`src/rtc_irq_pkg.sv`:
```
// Purpose: shared constants of the periodic update interrupt block
// Assumes: 100 MHz system clock, 8-bit register port
// Notes:   every offset, field position, reset value and count lives here
package rtc_irq_pkg;

   // ==========================================================
   // register offsets (low nibble; the 0x1x mirror is decoded too)
   localparam logic [3:0] OFS_PRESET_LO  = 4'hb;
   localparam logic [3:0] OFS_PRESET_HI  = 4'hc;
   localparam logic [3:0] OFS_FUNC_SEL   = 4'hd;
   localparam logic [3:0] OFS_EVT_FLAGS  = 4'he;
   localparam logic [3:0] OFS_IRQ_CTRL   = 4'hf;

   // ==========================================================
   // field positions
   localparam int BIT_UPD_SEL    = 5;   // function_select
   localparam int BIT_CD_RUN     = 4;   // function_select
   localparam int BIT_UPD_FLAG   = 5;   // event_flags
   localparam int BIT_CD_FLAG    = 4;   // event_flags
   localparam int BIT_UPD_MASK   = 5;   // interrupt_control
   localparam int BIT_CD_MASK    = 4;   // interrupt_control
   localparam int BIT_CLK_RESET  = 0;   // interrupt_control

   // writable bit masks; other bits are fixed at zero
   localparam logic [7:0] MASK_FUNC_SEL  = 8'hff;
   localparam logic [7:0] MASK_IRQ_CTRL  = 8'hf9;
   localparam logic [7:0] MASK_PRESET_HI = 8'hff;

   // ==========================================================
   // reset values
   localparam logic [7:0] RST_FUNC_SEL   = 8'h00;
   localparam logic [7:0] RST_IRQ_CTRL   = 8'h00;
   localparam logic [7:0] RST_PRESET     = 8'h00;

   // ==========================================================
   // countdown source selection codes
   typedef enum logic [1:0] {
      SRC_4096HZ = 2'b00,
      SRC_64HZ   = 2'b01,
      SRC_SECOND = 2'b10,
      SRC_MINUTE = 2'b11
   } cd_src_t;

   // ==========================================================
   // timing
   localparam int CLK_PERIOD_PS    = 10000;
   localparam int SRC_PERIOD_PS    = 244140;      // 244.14 us
   localparam int TICK_CYCLES      = SRC_PERIOD_PS * 1000 / CLK_PERIOD_PS;
   localparam int TICKS_PER_64HZ   = 64;
   localparam int TICKS_PER_SEC    = 4096;
   localparam int SECS_PER_MIN     = 60;
   localparam int RTN_SLOW_NS      = 7813000;     // 7.813 ms
   localparam int RTN_FAST_NS      = 122000;      // 122 us
   localparam int RTN_SLOW_CYCLES  = (RTN_SLOW_NS * 100 + CLK_PERIOD_PS - 1) / CLK_PERIOD_PS * 10;
   localparam int RTN_FAST_CYCLES  = (RTN_FAST_NS * 1000 + CLK_PERIOD_PS - 1) / CLK_PERIOD_PS;
   localparam int PRESET_W         = 12;

endpackage

```
`src/timebase_if.sv`:
```
// Purpose: carries the timekeeping pulses from the timebase to its users
// Assumes: all pulses are one cycle wide on the system clock
// Notes:   none
`timescale 1ns/1ps
`default_nettype none
interface timebase_if;
   logic tick_src;     // 4096 Hz
   logic tick_64;      // 64 Hz
   logic sec_evt;      // seconds rollover
   logic min_evt;      // minutes rollover
   modport src (output tick_src, output tick_64, output sec_evt, output min_evt);
   modport snk (input tick_src, input tick_64, input sec_evt, input min_evt);
endinterface
`default_nettype wire

```
`src/rtc_update_irq.sv`:
```
// Purpose: time update and countdown interrupt logic with register port
// Assumes: host reaches registers over a plain strobe port, data a cycle later
// Notes:   open-drain interrupt pin appears as a low output and an enable
`timescale 1ns/1ps
`default_nettype none

// Behaviour
// countdown interval is preset times source period; zero preset gives nothing
// first countdown interval may be off by one source period
// countdown starts on the write that takes the run bit from 0 to 1
// period select 0 picks second events, 1 picks minute events
// every update event sets the update flag regardless of mask
// update flag holds until written 0; writing 1 does nothing
// event drives the interrupt low only when the update mask is 1
// low output releases automatically after 7.813 ms, relowers next event
// clearing the update flag releases the output at once
// mask going 1 to 0 releases the output at once
// while the clock reset bit is 1 no update events happen
// event generator always runs; mask only gates the output
// host should clear the mask before changing settings
// fixed-zero bits ignore writes and read as zero
// select, flag and mask sit at bit 5, each register mirrored
// output is shared, other sources may hold it low
// output is open drain, low while any enabled source asserts
// update event is a one-cycle pulse on counter rollover
module rtc_update_irq #(
   parameter int TICK_DIV   = rtc_irq_pkg::TICK_CYCLES,
   parameter int RTN_SLOW   = rtc_irq_pkg::RTN_SLOW_CYCLES,
   parameter int RTN_FAST   = rtc_irq_pkg::RTN_FAST_CYCLES
) (
   // clock and reset
   input  wire logic       clock,
   input  wire logic       nrst,
   // register port
   input  wire logic [7:0] addr,
   input  wire logic [7:0] wdata,
   input  wire logic       wr_stb,
   input  wire logic       rd_stb,
   output logic      [7:0] rdata,
   // open-drain interrupt pin
   output logic            irq_n_out,
   output logic            irq_oe
);

   // ==========================================================
   // declarations
   timebase_if tb ();

   logic [7:0]  func_sel_r;
   logic [7:0]  irq_ctrl_r;
   logic [7:0]  preset_lo_r;
   logic [7:0]  preset_hi_r;
   logic        upd_flag_r;
   logic        cd_flag_r;
   logic        upd_drive_r;
   logic        cd_drive_r;
   logic [23:0] upd_rtn_r;
   logic [23:0] cd_rtn_r;
   logic        cd_expire;
   logic        upd_evt;
   logic        sel_ok;
   logic        wr_func;
   logic        wr_flags;
   logic        wr_ctrl;
   logic        wr_plo;
   logic        wr_phi;
   logic        cd_start;
   logic        upd_mask_fall;
   logic        cd_mask_fall;
   logic        upd_clear;
   logic        cd_clear;
   logic [23:0] cd_rtn_len;

   // ==========================================================
   // address decode
   // both the 0x0x and 0x1x pages select the same register
   function automatic logic hits(input logic [7:0] a, input logic [3:0] ofs);
      hits = (a[7:5] == 3'h0) && (a[3:0] == ofs);
   endfunction

   assign sel_ok   = (addr[7:5] == 3'h0) && (addr[3:0] >= rtc_irq_pkg::OFS_PRESET_LO);
   assign wr_func  = wr_stb && hits(addr, rtc_irq_pkg::OFS_FUNC_SEL);
   assign wr_flags = wr_stb && hits(addr, rtc_irq_pkg::OFS_EVT_FLAGS);
   assign wr_ctrl  = wr_stb && hits(addr, rtc_irq_pkg::OFS_IRQ_CTRL);
   assign wr_plo   = wr_stb && hits(addr, rtc_irq_pkg::OFS_PRESET_LO);
   assign wr_phi   = wr_stb && hits(addr, rtc_irq_pkg::OFS_PRESET_HI);

   // ==========================================================
   // submodules
   rtc_timebase #(
      .TICK_DIV (TICK_DIV)
   ) u_timebase (
      .clock (clock),
      .nrst  (nrst),
      .tb    (tb)
   );

   rtc_countdown #(
      .W (rtc_irq_pkg::PRESET_W)
   ) u_countdown (
      .clock   (clock),
      .nrst    (nrst),
      .tb      (tb),
      .run     (func_sel_r[rtc_irq_pkg::BIT_CD_RUN]),
      .start   (cd_start),
      .src_sel (func_sel_r[1:0]),
      .preset  ({preset_hi_r[3:0], preset_lo_r}),
      .expire  (cd_expire)
   );

   // ==========================================================
   // write-side effects
   // run bit rising loads the preset in the same write cycle
   assign cd_start      = wr_func && wdata[rtc_irq_pkg::BIT_CD_RUN]
                          && !func_sel_r[rtc_irq_pkg::BIT_CD_RUN];
   assign upd_mask_fall = wr_ctrl && !wdata[rtc_irq_pkg::BIT_UPD_MASK]
                          && irq_ctrl_r[rtc_irq_pkg::BIT_UPD_MASK];
   assign cd_mask_fall  = wr_ctrl && !wdata[rtc_irq_pkg::BIT_CD_MASK]
                          && irq_ctrl_r[rtc_irq_pkg::BIT_CD_MASK];
   assign upd_clear     = wr_flags && !wdata[rtc_irq_pkg::BIT_UPD_FLAG];
   assign cd_clear      = wr_flags && !wdata[rtc_irq_pkg::BIT_CD_FLAG];

   // update event source: second or minute rollover, held off by clock reset
   // the generator itself never stops; only the mask gates the pin
   assign upd_evt = (func_sel_r[rtc_irq_pkg::BIT_UPD_SEL] ? tb.min_evt : tb.sec_evt)
                    && !irq_ctrl_r[rtc_irq_pkg::BIT_CLK_RESET];

   // ==========================================================
   // plain read/write registers
   always_ff @(posedge clock) begin
      if (!nrst) begin
         func_sel_r <= rtc_irq_pkg::RST_FUNC_SEL;
      end else if (wr_func) begin
         func_sel_r <= wdata & rtc_irq_pkg::MASK_FUNC_SEL;
      end
   end

   // fixed-zero control bits never store
   always_ff @(posedge clock) begin
      if (!nrst) begin
         irq_ctrl_r <= rtc_irq_pkg::RST_IRQ_CTRL;
      end else if (wr_ctrl) begin
         irq_ctrl_r <= wdata & rtc_irq_pkg::MASK_IRQ_CTRL;
      end
   end

   // preset halves; host should stop the countdown before rewriting
   always_ff @(posedge clock) begin
      if (!nrst) begin
         preset_lo_r <= rtc_irq_pkg::RST_PRESET;
         preset_hi_r <= rtc_irq_pkg::RST_PRESET;
      end else begin
         if (wr_plo) begin
            preset_lo_r <= wdata;
         end
         if (wr_phi) begin
            preset_hi_r <= wdata & rtc_irq_pkg::MASK_PRESET_HI;
         end
      end
   end

   // ==========================================================
   // sticky flags; a same-cycle event beats the software clear
   always_ff @(posedge clock) begin
      if (!nrst) begin
         upd_flag_r <= 1'b0;
      end else if (upd_evt) begin
         upd_flag_r <= 1'b1;
      end else if (upd_clear) begin
         upd_flag_r <= 1'b0;
      end
   end

   always_ff @(posedge clock) begin
      if (!nrst) begin
         cd_flag_r <= 1'b0;
      end else if (cd_expire) begin
         cd_flag_r <= 1'b1;
      end else if (cd_clear) begin
         cd_flag_r <= 1'b0;
      end
   end

   // ==========================================================
   // update drive: timed low pulse per event
   // restart wins over a flag-clear release in the same cycle; a mask fall wins over restart
   always_ff @(posedge clock) begin
      if (!nrst) begin
         upd_drive_r <= 1'b0;
         upd_rtn_r   <= 24'h000000;
      end else if (upd_evt && irq_ctrl_r[rtc_irq_pkg::BIT_UPD_MASK] && !upd_mask_fall) begin
         upd_drive_r <= 1'b1;
         upd_rtn_r   <= 24'(RTN_SLOW - 1);
      end else if (upd_clear || upd_mask_fall) begin
         upd_drive_r <= 1'b0;
         upd_rtn_r   <= 24'h000000;
      end else if (upd_drive_r) begin
         if (upd_rtn_r == 24'h000000) begin
            upd_drive_r <= 1'b0;
         end else begin
            upd_rtn_r   <= upd_rtn_r - 24'h000001;
         end
      end
   end

   // ==========================================================
   // countdown drive: pulse length depends on the source
   // clearing its flag does not cut the pulse short; the mask does
   assign cd_rtn_len = (func_sel_r[1:0] == rtc_irq_pkg::SRC_4096HZ) ? 24'(RTN_FAST - 1)
                                                                     : 24'(RTN_SLOW - 1);

   always_ff @(posedge clock) begin
      if (!nrst) begin
         cd_drive_r <= 1'b0;
         cd_rtn_r   <= 24'h000000;
      end else if (cd_expire && irq_ctrl_r[rtc_irq_pkg::BIT_CD_MASK] && !cd_mask_fall) begin
         cd_drive_r <= 1'b1;
         cd_rtn_r   <= cd_rtn_len;
      end else if (cd_mask_fall) begin
         cd_drive_r <= 1'b0;
         cd_rtn_r   <= 24'h000000;
      end else if (cd_drive_r) begin
         if (cd_rtn_r == 24'h000000) begin
            cd_drive_r <= 1'b0;
         end else begin
            cd_rtn_r   <= cd_rtn_r - 24'h000001;
         end
      end
   end

   // ==========================================================
   // shared open-drain pin: any source pulls it low
   assign irq_n_out = 1'b0;
   assign irq_oe    = upd_drive_r || cd_drive_r;

   // ==========================================================
   // read data, valid only in the cycle after the strobe
   // fixed-zero bits and unmapped addresses return zero
   always_ff @(posedge clock) begin
      if (!nrst) begin
         rdata <= 8'h00;
      end else if (rd_stb && sel_ok) begin
         unique case (addr[3:0])
            rtc_irq_pkg::OFS_PRESET_LO: rdata <= preset_lo_r;
            rtc_irq_pkg::OFS_PRESET_HI: rdata <= preset_hi_r;
            rtc_irq_pkg::OFS_FUNC_SEL:  rdata <= func_sel_r;
            rtc_irq_pkg::OFS_EVT_FLAGS: rdata <= {2'b00, upd_flag_r, cd_flag_r, 4'h0};
            rtc_irq_pkg::OFS_IRQ_CTRL:  rdata <= irq_ctrl_r;
            default:                    rdata <= 8'h00;
         endcase
      end else begin
         rdata <= 8'h00;
      end
   end

endmodule
`default_nettype wire

```
`src/rtc_timebase.sv`:
```
// Purpose: internal timekeeping clock, 4096 Hz down to minute rollover
// Assumes: tick_div system cycles per 4096 Hz tick
// Notes:   free running; never gated by register state
`timescale 1ns/1ps
`default_nettype none
module rtc_timebase #(
   parameter int TICK_DIV = rtc_irq_pkg::TICK_CYCLES
) (
   // clock and reset
   input  wire logic clock,
   input  wire logic nrst,
   // pulses out
   timebase_if.src   tb
);
   logic [15:0] div_r;
   logic [11:0] sub_r;
   logic [5:0]  sec_r;
   logic        tick;

   assign tick = (div_r == 16'(TICK_DIV - 1));

   // ==========================================================
   // prescaler to the 4096 Hz source tick
   always_ff @(posedge clock) begin
      if (!nrst) begin
         div_r <= 16'h0000;
      end else if (tick) begin
         div_r <= 16'h0000;
      end else begin
         div_r <= div_r + 16'h0001;
      end
   end

   // sub-second and seconds counters; pulses on their rollover
   always_ff @(posedge clock) begin
      if (!nrst) begin
         sub_r       <= 12'h000;
         sec_r       <= 6'h00;
         tb.tick_src <= 1'b0;
         tb.tick_64  <= 1'b0;
         tb.sec_evt  <= 1'b0;
         tb.min_evt  <= 1'b0;
      end else begin
         tb.tick_src <= tick;
         tb.tick_64  <= tick && (sub_r[5:0] == 6'(rtc_irq_pkg::TICKS_PER_64HZ - 1));
         tb.sec_evt  <= tick && (sub_r == 12'(rtc_irq_pkg::TICKS_PER_SEC - 1));
         tb.min_evt  <= tick && (sub_r == 12'(rtc_irq_pkg::TICKS_PER_SEC - 1))
                        && (sec_r == 6'(rtc_irq_pkg::SECS_PER_MIN - 1));
         if (tick) begin
            sub_r <= sub_r + 12'h001;
            if (sub_r == 12'(rtc_irq_pkg::TICKS_PER_SEC - 1)) begin
               sec_r <= (sec_r == 6'(rtc_irq_pkg::SECS_PER_MIN - 1)) ? 6'h00 : sec_r + 6'h01;
            end
         end
      end
   end
endmodule
`default_nettype wire

```
`src/rtc_countdown.sv`:
```
// Purpose: fixed-cycle countdown, preset times selected source period
// Assumes: start is a one-cycle pulse on the enabling register write
// Notes:   source phase is free, so the first interval may be off by one period
`timescale 1ns/1ps
`default_nettype none
module rtc_countdown #(
   parameter int W = rtc_irq_pkg::PRESET_W
) (
   // clock and reset
   input  wire logic         clock,
   input  wire logic         nrst,
   // timebase
   timebase_if.snk           tb,
   // control
   input  wire logic         run,
   input  wire logic         start,
   input  wire logic [1:0]   src_sel,
   input  wire logic [W-1:0] preset,
   // event
   output logic              expire
);
   logic [W-1:0] cnt_r;
   logic         src_tick;

   // source period select
   always_comb begin
      unique case (rtc_irq_pkg::cd_src_t'(src_sel))
         rtc_irq_pkg::SRC_4096HZ: src_tick = tb.tick_src;
         rtc_irq_pkg::SRC_64HZ:   src_tick = tb.tick_64;
         rtc_irq_pkg::SRC_SECOND: src_tick = tb.sec_evt;
         rtc_irq_pkg::SRC_MINUTE: src_tick = tb.min_evt;
      endcase
   end

   // ==========================================================
   // count down, reload from the preset on every expiry
   always_ff @(posedge clock) begin
      if (!nrst) begin
         cnt_r  <= '0;
         expire <= 1'b0;
      end else begin
         expire <= 1'b0;
         if (start) begin
            cnt_r <= preset;
         end else if (run && src_tick && cnt_r != '0) begin
            if (cnt_r == W'(1)) begin
               expire <= 1'b1;
               cnt_r  <= preset;
            end else begin
               cnt_r  <= cnt_r - W'(1);
            end
         end
      end
   end
endmodule
`default_nettype wire

```
`config.mk`:
```
export PLATFORM = sky130hd
export DESIGN_NAME = rtc_update_irq
export DESIGN_NICKNAME = d
export VERILOG_FILES = /design/src/rtc_irq_pkg.sv /design/src/timebase_if.sv /design/src/rtc_update_irq.sv /design/src/rtc_timebase.sv /design/src/rtc_countdown.sv
export SDC_FILE = /design/constraint.sdc
export NUM_CORES = 1
export LEC_CHECK = 0
export ABC_AREA = 1
export BUFFER_PORTS_ARGS = -buffer_cell sky130_fd_sc_hd__clkbuf_2
export CAP_MARGIN = 20
export CORE_UTILIZATION = 55
export DETAILED_ROUTE_END_ITERATION = 8
export PLACE_DENSITY_LB_ADDON = 0.08
export SLEW_MARGIN = 10
export SYNTH_ARGS = -nofsm -noshare
export SYNTH_HDL_FRONTEND = slang
export SYNTH_HIERARCHICAL = 1
export SYNTH_SLANG_ARGS = --single-unit
```
`constraint.sdc`:
```
create_clock -name clock -period 4.4 [get_ports clock]
set_clock_uncertainty 0.1 [all_clocks]
set_input_delay 0.66 -clock clock [delete_from_list [all_inputs] [get_ports clock]]
set_output_delay 0.66 -clock clock [all_outputs]
set_load 0.005 [all_outputs]
```
==> results.sh, run 1 <==
export IMPL_status="complete, no violations"
export IMPL_initialDrtViolationCount=521
export IMPL_syn2layout_area_growth_pct=11.7
export IMPL_drive_above_1_share=0.109
export IMPL_syn_inst=1185
export IMPL_finalNonFillerCells=1407
export IMPL_power_density_nw_per_um2=337
export IMPL_max_freq_mhz=459
export IMPL_grt_remaining_overflow=0
export IMPL_drt_pass1_iter_count=5
export IMPL_io_pin_count=30
export IMPL_antenna_found_initial=0
export IMPL_grt_max_degree=36
export IMPL_finalCriticalPeriod_ps=2180
export IMPL_r2r_cells=9
export IMPL_min_path_cells=2
export IMPL_syn_mean_instance_area_um2=6.61
export IMPL_dieArea_um2=14700
export IMPL_hold_viol_final=0
export IMPL_clkSinkCount=141
export IMPL_cp_top_family="simple AND/OR/NAND/NOR gates"
export IMPL_clk_latency_ps=420
export IMPL_start_kind="primary input"
export IMPL_cp_required_ps=4610
export IMPL_synth_warnings=6
export IMPL_crit_buf_inv=3
export IMPL_leakage_nw=3.97
export IMPL_routed_via_density=5.18
export IMPL_fin_tns_setup_ps=0
export IMPL_yosys_register_bits=141
export IMPL_cts_buffers=17
export IMPL_dp_hpwl_mm=12.8
export IMPL_drt_total_wl_mm=18.1
export IMPL_synth_flop_cell="dfxtp_1"
export IMPL_grt_pass1_wl_mm=30.6
export IMPL_syn_nets=1216
export IMPL_synth_top_area_frac=0.360
export IMPL_synth_top_cell_by_area="dfxtp_1"
export IMPL_async_flop_share=0
export IMPL_core_um2=13900
export IMPL_synth_edff_count=0
export IMPL_synthesis_area_um2=7840
export IMPL_vias=7283
export IMPL_ctsHoldBuffers=0
export IMPL_cts_tree="built"
export IMPL_use_met3=0.0517
export IMPL_post_route_drc_count=0
export IMPL_fin_crit_sh=0.496
export IMPL_post_cts_buffers=0
export IMPL_cts_resized=0
export IMPL_final_core_util=0.631
export IMPL_slew_violations=0
export IMPL_synth_common_cells="263 x nand2_1, 261 x nor2_1, 141 x dfxtp_1"
export IMPL_drt_wirelength_per_cell_um=12.9
export IMPL_clock_path_buffers=2
export IMPL_ant_nets=0
export IMPL_cts_root_buffer="clkbuf_16"
export IMPL_initial_core_util=0.565
export IMPL_fp_dieH_um=121
export IMPL_crit_type="primary input to flip-flop"
export IMPL_dp_slack_ps=1800
export IMPL_worstMarginPinSlew_ps=708
export IMPL_nets=1245
export IMPL_ir_drop_uv=289
export IMPL_rsz0062_at_grt="no"
export IMPL_gr_usage_met2=0.440
export IMPL_worst_path_stages=11
export IMPL_diodes=0
export IMPL_setup_violations=0
export IMPL_crit_arrival_ps=2390
export IMPL_dp_cells=1375
export IMPL_slew_headroom=0.526
export IMPL_die_x_um=121
export IMPL_grt_pass1_vias=6507
export IMPL_grt_use_met1=0.335
export IMPL_synth_most_common_cell="nand2_1"
export IMPL_fin_ws_ps=2220
export IMPL_worst_path_largest_cell_delay_ps=290
export IMPL_hold_slack_ps=347
export IMPL_placementRows=43
export IMPL_gp_congestion=0.868
export IMPL_gr_usage_all_layers=0.261
export IMPL_max_cap_violations=0
export IMPL_min_path_type="flip-flop to flip-flop"
export IMPL_ys_top_cells_by_area="dfxtp_1 36%, nand2_1 13%, nor2_1 13%"
export IMPL_worstPathMaxFanout=14
export IMPL_place_port_buffers=27
export IMPL_htreeDepth=4
export IMPL_busiest_layer="met2"
export IMPL_worstSetupEndpointType="flip-flop"
export IMPL_crit_chain="clkbuf_2 -> nor2_2 -> nand3_4 -> nor2_1 -> nand2_1 -> nor2_1 -> inv_1 -> nand2_2 -> clkinv_2 -> nor2_1 -> nor2_1"
export IMPL_ys_types=45
export IMPL_cpMaxStageDelayCell="nand2_2"
export IMPL_ys_seq_area_frac=0.360
export IMPL_clkTransAtPathRegs_ps=60
export IMPL_nFillCells=1280
export IMPL_crit_path_frequent_cell="nor2_1"
## layout make-up
| type | count | area, µm² | area share |
|---|---|---|---|
| Multi-Input combinational cell | 906 | 4450 | 0.508 |
| Sequential cell | 141 | 2820 | 0.322 |
| Inverter | 117 | 442 | 0.0505 |
| Clock buffer | 18 | 439 | 0.0502 |
| Tap cell | 180 | 225 | 0.0257 |
| Clock inverter | 14 | 215 | 0.0246 |
| Timing Repair Buffer | 31 | 165 | 0.0189 |
## where the power goes
group / internal (mW) / leakage (nW) / switching [mW] / total (mW)
Clock: 1.02 / 0.317 / 0.570 / 1.59
Sequential: 1.28 / 1.14 / 0.00324 / 1.28
Combinational: 0.0189 / 2.51 / 0.0512 / 0.0702
## state kept, by name, indices dropped and copies added (netlist names), 8 cells and up
signal / flops
cd_rtn_r: 24
upd_rtn_r: 24
u_timebase/div_r: 16
u_countdown/cnt_r: 12
u_timebase/sub_r: 12
func_sel_r: 8
preset_hi_r: 8
preset_lo_r: 8
rdata: 8
## path summary, 6_finish.rpt
path	end	startpoint	slack [ps]
setup / recovery	u_countdown/cnt_r[4]$_SDFFE_PN0P_	addr[6]	2220
hold / removal	u_timebase/div_r[9]$_SDFF_PP0_	u_timebase/div_r[9]$_SDFF_PP0_	350
setup reg to reg	cd_rtn_r[6]$_SDFFE_PN0P_	cd_rtn_r[11]$_SDFFE_PN0P_	2450
hold reg to reg	u_timebase/div_r[9]$_SDFF_PP0_	u_timebase/div_r[9]$_SDFF_PP0_	350
## cell families (layout without fill, tap and decap cells)
family                   after synthesis  count (layout)  synth area share
AND/OR/NAND/NOR                      698             698             0.397
AO/OA/AOI/OAI                        154             154             0.105
flip-flops                           141             141             0.360
buffers and inverters                138             180            0.0725
XOR/XNOR                              42              42            0.0469
adder cells (fa/ha/maj)               11              11            0.0176
other                                  1               1          0.000479
## worst min-delay path, stage by stage (launching register included)
cell     delay [ps]
dfxtp_1         310
inv_1            50
a21oi_1          50
## stage by stage
stage | total power [mW] | cell area [µm²]
CTS | 2.97 | 8750
global placement | 1.38 | 8100
floorplan | 1.35 | 7840
global route | 3.05 | 8750
detailed placement | 1.38 | 8100
finish | 2.95 | 8750
## placed cells by master, fill, tap and decap left out, types with 5 or more instances in the layout
cell	count
o21ai_1	13
inv_1	106
clkbuf_2	27
o21ai_0	63
nor2_4	6
nand3_1	82
nor2_1	261
nand3_2	6
nand2_1	263
inv_2	7
xor2_1	28
xnor2_1	14
nand2_2	13
dfxtp_1	141
nand2_4	5
bufinv_16	5
nand4_1	17
clkbuf_16	17
clkinv_2	5
a21oi_1	62
nor3_1	6
nor2_2	17
ha_1	11
## layer usage
layer | up-vias | routed length, µm
met5 | - | 0
met4 | 0 | 243
met3 | 23 | 744
met2 | 132 | 8590
met1 | 3287 | 8540
li1 | 3841 | -
Note: power is estimated with default switching activity, not from simulation.
==> inputs of run 2 (changes only) <==
Settings changed: ABC_AREA 1 to 0.
Clock period 4.4 ns to 2 ns, I/O delays scaled along.
==> run 2 against run 1 <==
Net effect: the flow now finishes with violations (negative setup slack); synthesized area is 5.4% lower; worst setup slack worse by 2600 ps; register-to-register slack worse by 2800 ps; cell count is 14% lower; non-clock buffer count is 134 higher; sequential power is 120% higher; clock power is 99% higher; via count is 3.1% higher; synthesized cell count is 25% lower.
==> results.sh, run 2 <==
export IMPL_status="finished, violations left"
export IMPL_failed_checks="negative setup slack"
export IMPL_synth_common_cells="141 x dfxtp_1, 104 x nand2_1, 56 x nor2_1"
export IMPL_nets=1051
export IMPL_max_freq_mhz=428
export IMPL_ys_top_cells_by_area="dfxtp_1 38%, nand2_1 5.3%, nand3_1 3.3%"
export IMPL_cts_tree="built"
export IMPL_diodes=0
export IMPL_dp_hpwl_mm=14.3
export IMPL_async_flop_share=0
export IMPL_crit_arrival_ps=2550
export IMPL_drive_above_1_share=0.274
export IMPL_ir_drop_uv=563
export IMPL_crit_path_frequent_cell="or4_4"
export IMPL_drt_wirelength_per_cell_um=17.8
export IMPL_synth_edff_count=0
export IMPL_clk_latency_ps=420
export IMPL_synth_most_common_cell="dfxtp_1"
export IMPL_finalNonFillerCells=1207
export IMPL_clkSinkCount=141
export IMPL_gr_usage_all_layers=0.313
export IMPL_synth_warnings=6
export IMPL_ant_nets=0
export IMPL_placementRows=42
export IMPL_yosys_register_bits=141
export IMPL_slew_violations=0
export IMPL_core_um2=13200
export IMPL_syn_inst=885
export IMPL_fin_crit_sh=1.17
export IMPL_finalPower_mw=6.24
export IMPL_cpMaxStageDelayCell="or4_4"
export IMPL_setup_violations=34
export IMPL_synthesis_area_um2=7410
export IMPL_dp_cells=1165
export IMPL_max_cap_violations=0
export IMPL_ys_types=80
export IMPL_reg_top3="cd_rtn_r x24, upd_rtn_r x24, u_timebase/div_r x16"
export IMPL_gp_congestion=0.944
export IMPL_synth_flop_cell="dfxtp_1"
export IMPL_grt_pass1_vias=7242
export IMPL_power_density_nw_per_um2=644
export IMPL_fp_dieH_um=118
export IMPL_initialDrtViolationCount=653
export IMPL_worstMarginPinSlew_ps=646
export IMPL_clkTransAtPathRegs_ps=60
export IMPL_cts_buffers=17
export IMPL_min_path_cells=3
export IMPL_syn_nets=916
export IMPL_slew_headroom=0.565
export IMPL_synth_top_cell_by_area="dfxtp_1"
export IMPL_routed_via_density=6.22
export IMPL_syn2layout_area_growth_pct=30.7
export IMPL_crit_chain="or4_4 -> or4_4 -> buf_6 -> o21ai_4 -> nand2_2 -> o221a_2"
export IMPL_initial_core_util=0.562
export IMPL_grt_pass1_wl_mm=35.3
export IMPL_cts_root_buffer="clkbuf_16"
export IMPL_dp_slack_ps=-313
export IMPL_vias=7510
export IMPL_synth_top_area_frac=0.381
export IMPL_hold_slack_ps=65.6
export IMPL_drt_pass1_iter_count=5
export IMPL_cp_required_ps=2210
export IMPL_worstPathMaxFanout=4
export IMPL_syn_mean_instance_area_um2=8.37
export IMPL_worst_path_largest_cell_delay_ps=570
export IMPL_final_common_cell="dfxtp_1"
export IMPL_most_common_layout_cells="132 x dfxtp_1, 124 x buf_4, 101 x nand2_1, 53 x nor2_1, 49 x nand3_1"
export IMPL_start_kind="flip-flop"
export IMPL_leakage_nw=3.68
export IMPL_place_port_buffers=27
export IMPL_finalCriticalPeriod_ps=2330
export IMPL_antenna_found_initial=0
export IMPL_fin_tns_setup_ps=-6180
export IMPL_ctsHoldBuffers=0
export IMPL_rsz0062_at_grt="yes"
export IMPL_ys_seq_area_frac=0.381
export IMPL_grt_remaining_overflow=0
export IMPL_io_pin_count=30
export IMPL_crit_type="flip-flop to flip-flop"
export IMPL_worstSetupEndpointType="flip-flop"
export IMPL_clock_path_buffers=2
export IMPL_hold_viol_final=0
export IMPL_dieArea_um2=13900
export IMPL_grt_max_degree=37
export IMPL_fin_ws_ps=-335
export IMPL_post_route_drc_count=0
export IMPL_htreeDepth=4
export IMPL_min_path_type="primary input to flip-flop"
export IMPL_r2r_cells=6
export IMPL_die_x_um=118
export IMPL_drt_total_wl_mm=21.5
## run 2: timing repair
action                     4_1_cts  5_1_grt
setup endpoints to repair       42       65
pin swaps                       24       24
cloned                           1        2
gates resized for setup         36       38
setup buffers                    6        5
## run 2: area by class of cell
type,instances,area [µm²]
Clock buffer,24,512
Clock inverter,6,82.6
Fill cell,974,3500
Inverter,26,103
Multi-Input combinational cell,669,4690
Sequential cell,141,2830
Tap cell,176,220
Timing Repair Buffer,165,1240
## run 2: cell families after synthesis
logic type	synth area share
DFF	0.381
buffers and inverters	0.0458
adders and majority gates	0.0186
xor gates and xnor gates	0.0449
AOI/OAI and AO/OA	0.210
muxes	0.0245
other	0.000506
and+or+nand+nor	0.275
## run 2: critical path: cells and delay by family, from the launching register on
family,cells,cell delay [ps]
AND/OR/NAND/NOR,3,1210
flip-flops,1,310
AO/OA/AOI/OAI,2,450
buffers and inverters,1,150
## run 2: final timing paths
kind	slack (ps)	start	end
max	-330	cd_rtn_r[14]$_SDFFE_PN0P_	cd_rtn_r[15]$_SDFFE_PN0P_
min	70	wdata[3]	irq_ctrl_r[3]$_SDFFE_PN0N_
max reg2reg	-330	cd_rtn_r[14]$_SDFFE_PN0P_	cd_rtn_r[15]$_SDFFE_PN0P_
min reg2reg	360	preset_hi_r[6]$_SDFFE_PN0P_	rdata[6]$_SDFF_PN0_
## run 2: power by group
part           total, mW  internal, mW  leakage [nW]  switching, mW
combinational      0.248         0.102          2.25          0.146
sequential          2.82          2.82          1.14        0.00660
clock               3.17          2.01         0.294           1.15
## run 2: per-layer routing
layer	GRT usage	vias up	routed length [µm]	share of wire
met5	0	-	0	0
met4	0.156	0	691	0.032
met3	0.0518	63	1310	0.061
met2	0.523	312	10500	0.49
met1	0.390	3574	9070	0.42
li1	-	3561	-	-
## run 2: metrics by stage
stage,util,area [µm²]
final,0.734,9690
after global routing,0.734,9690
after CTS,0.718,9470
after detailed placement,0.659,8690
after global placement,0.659,8690
after floorplan,-,7630
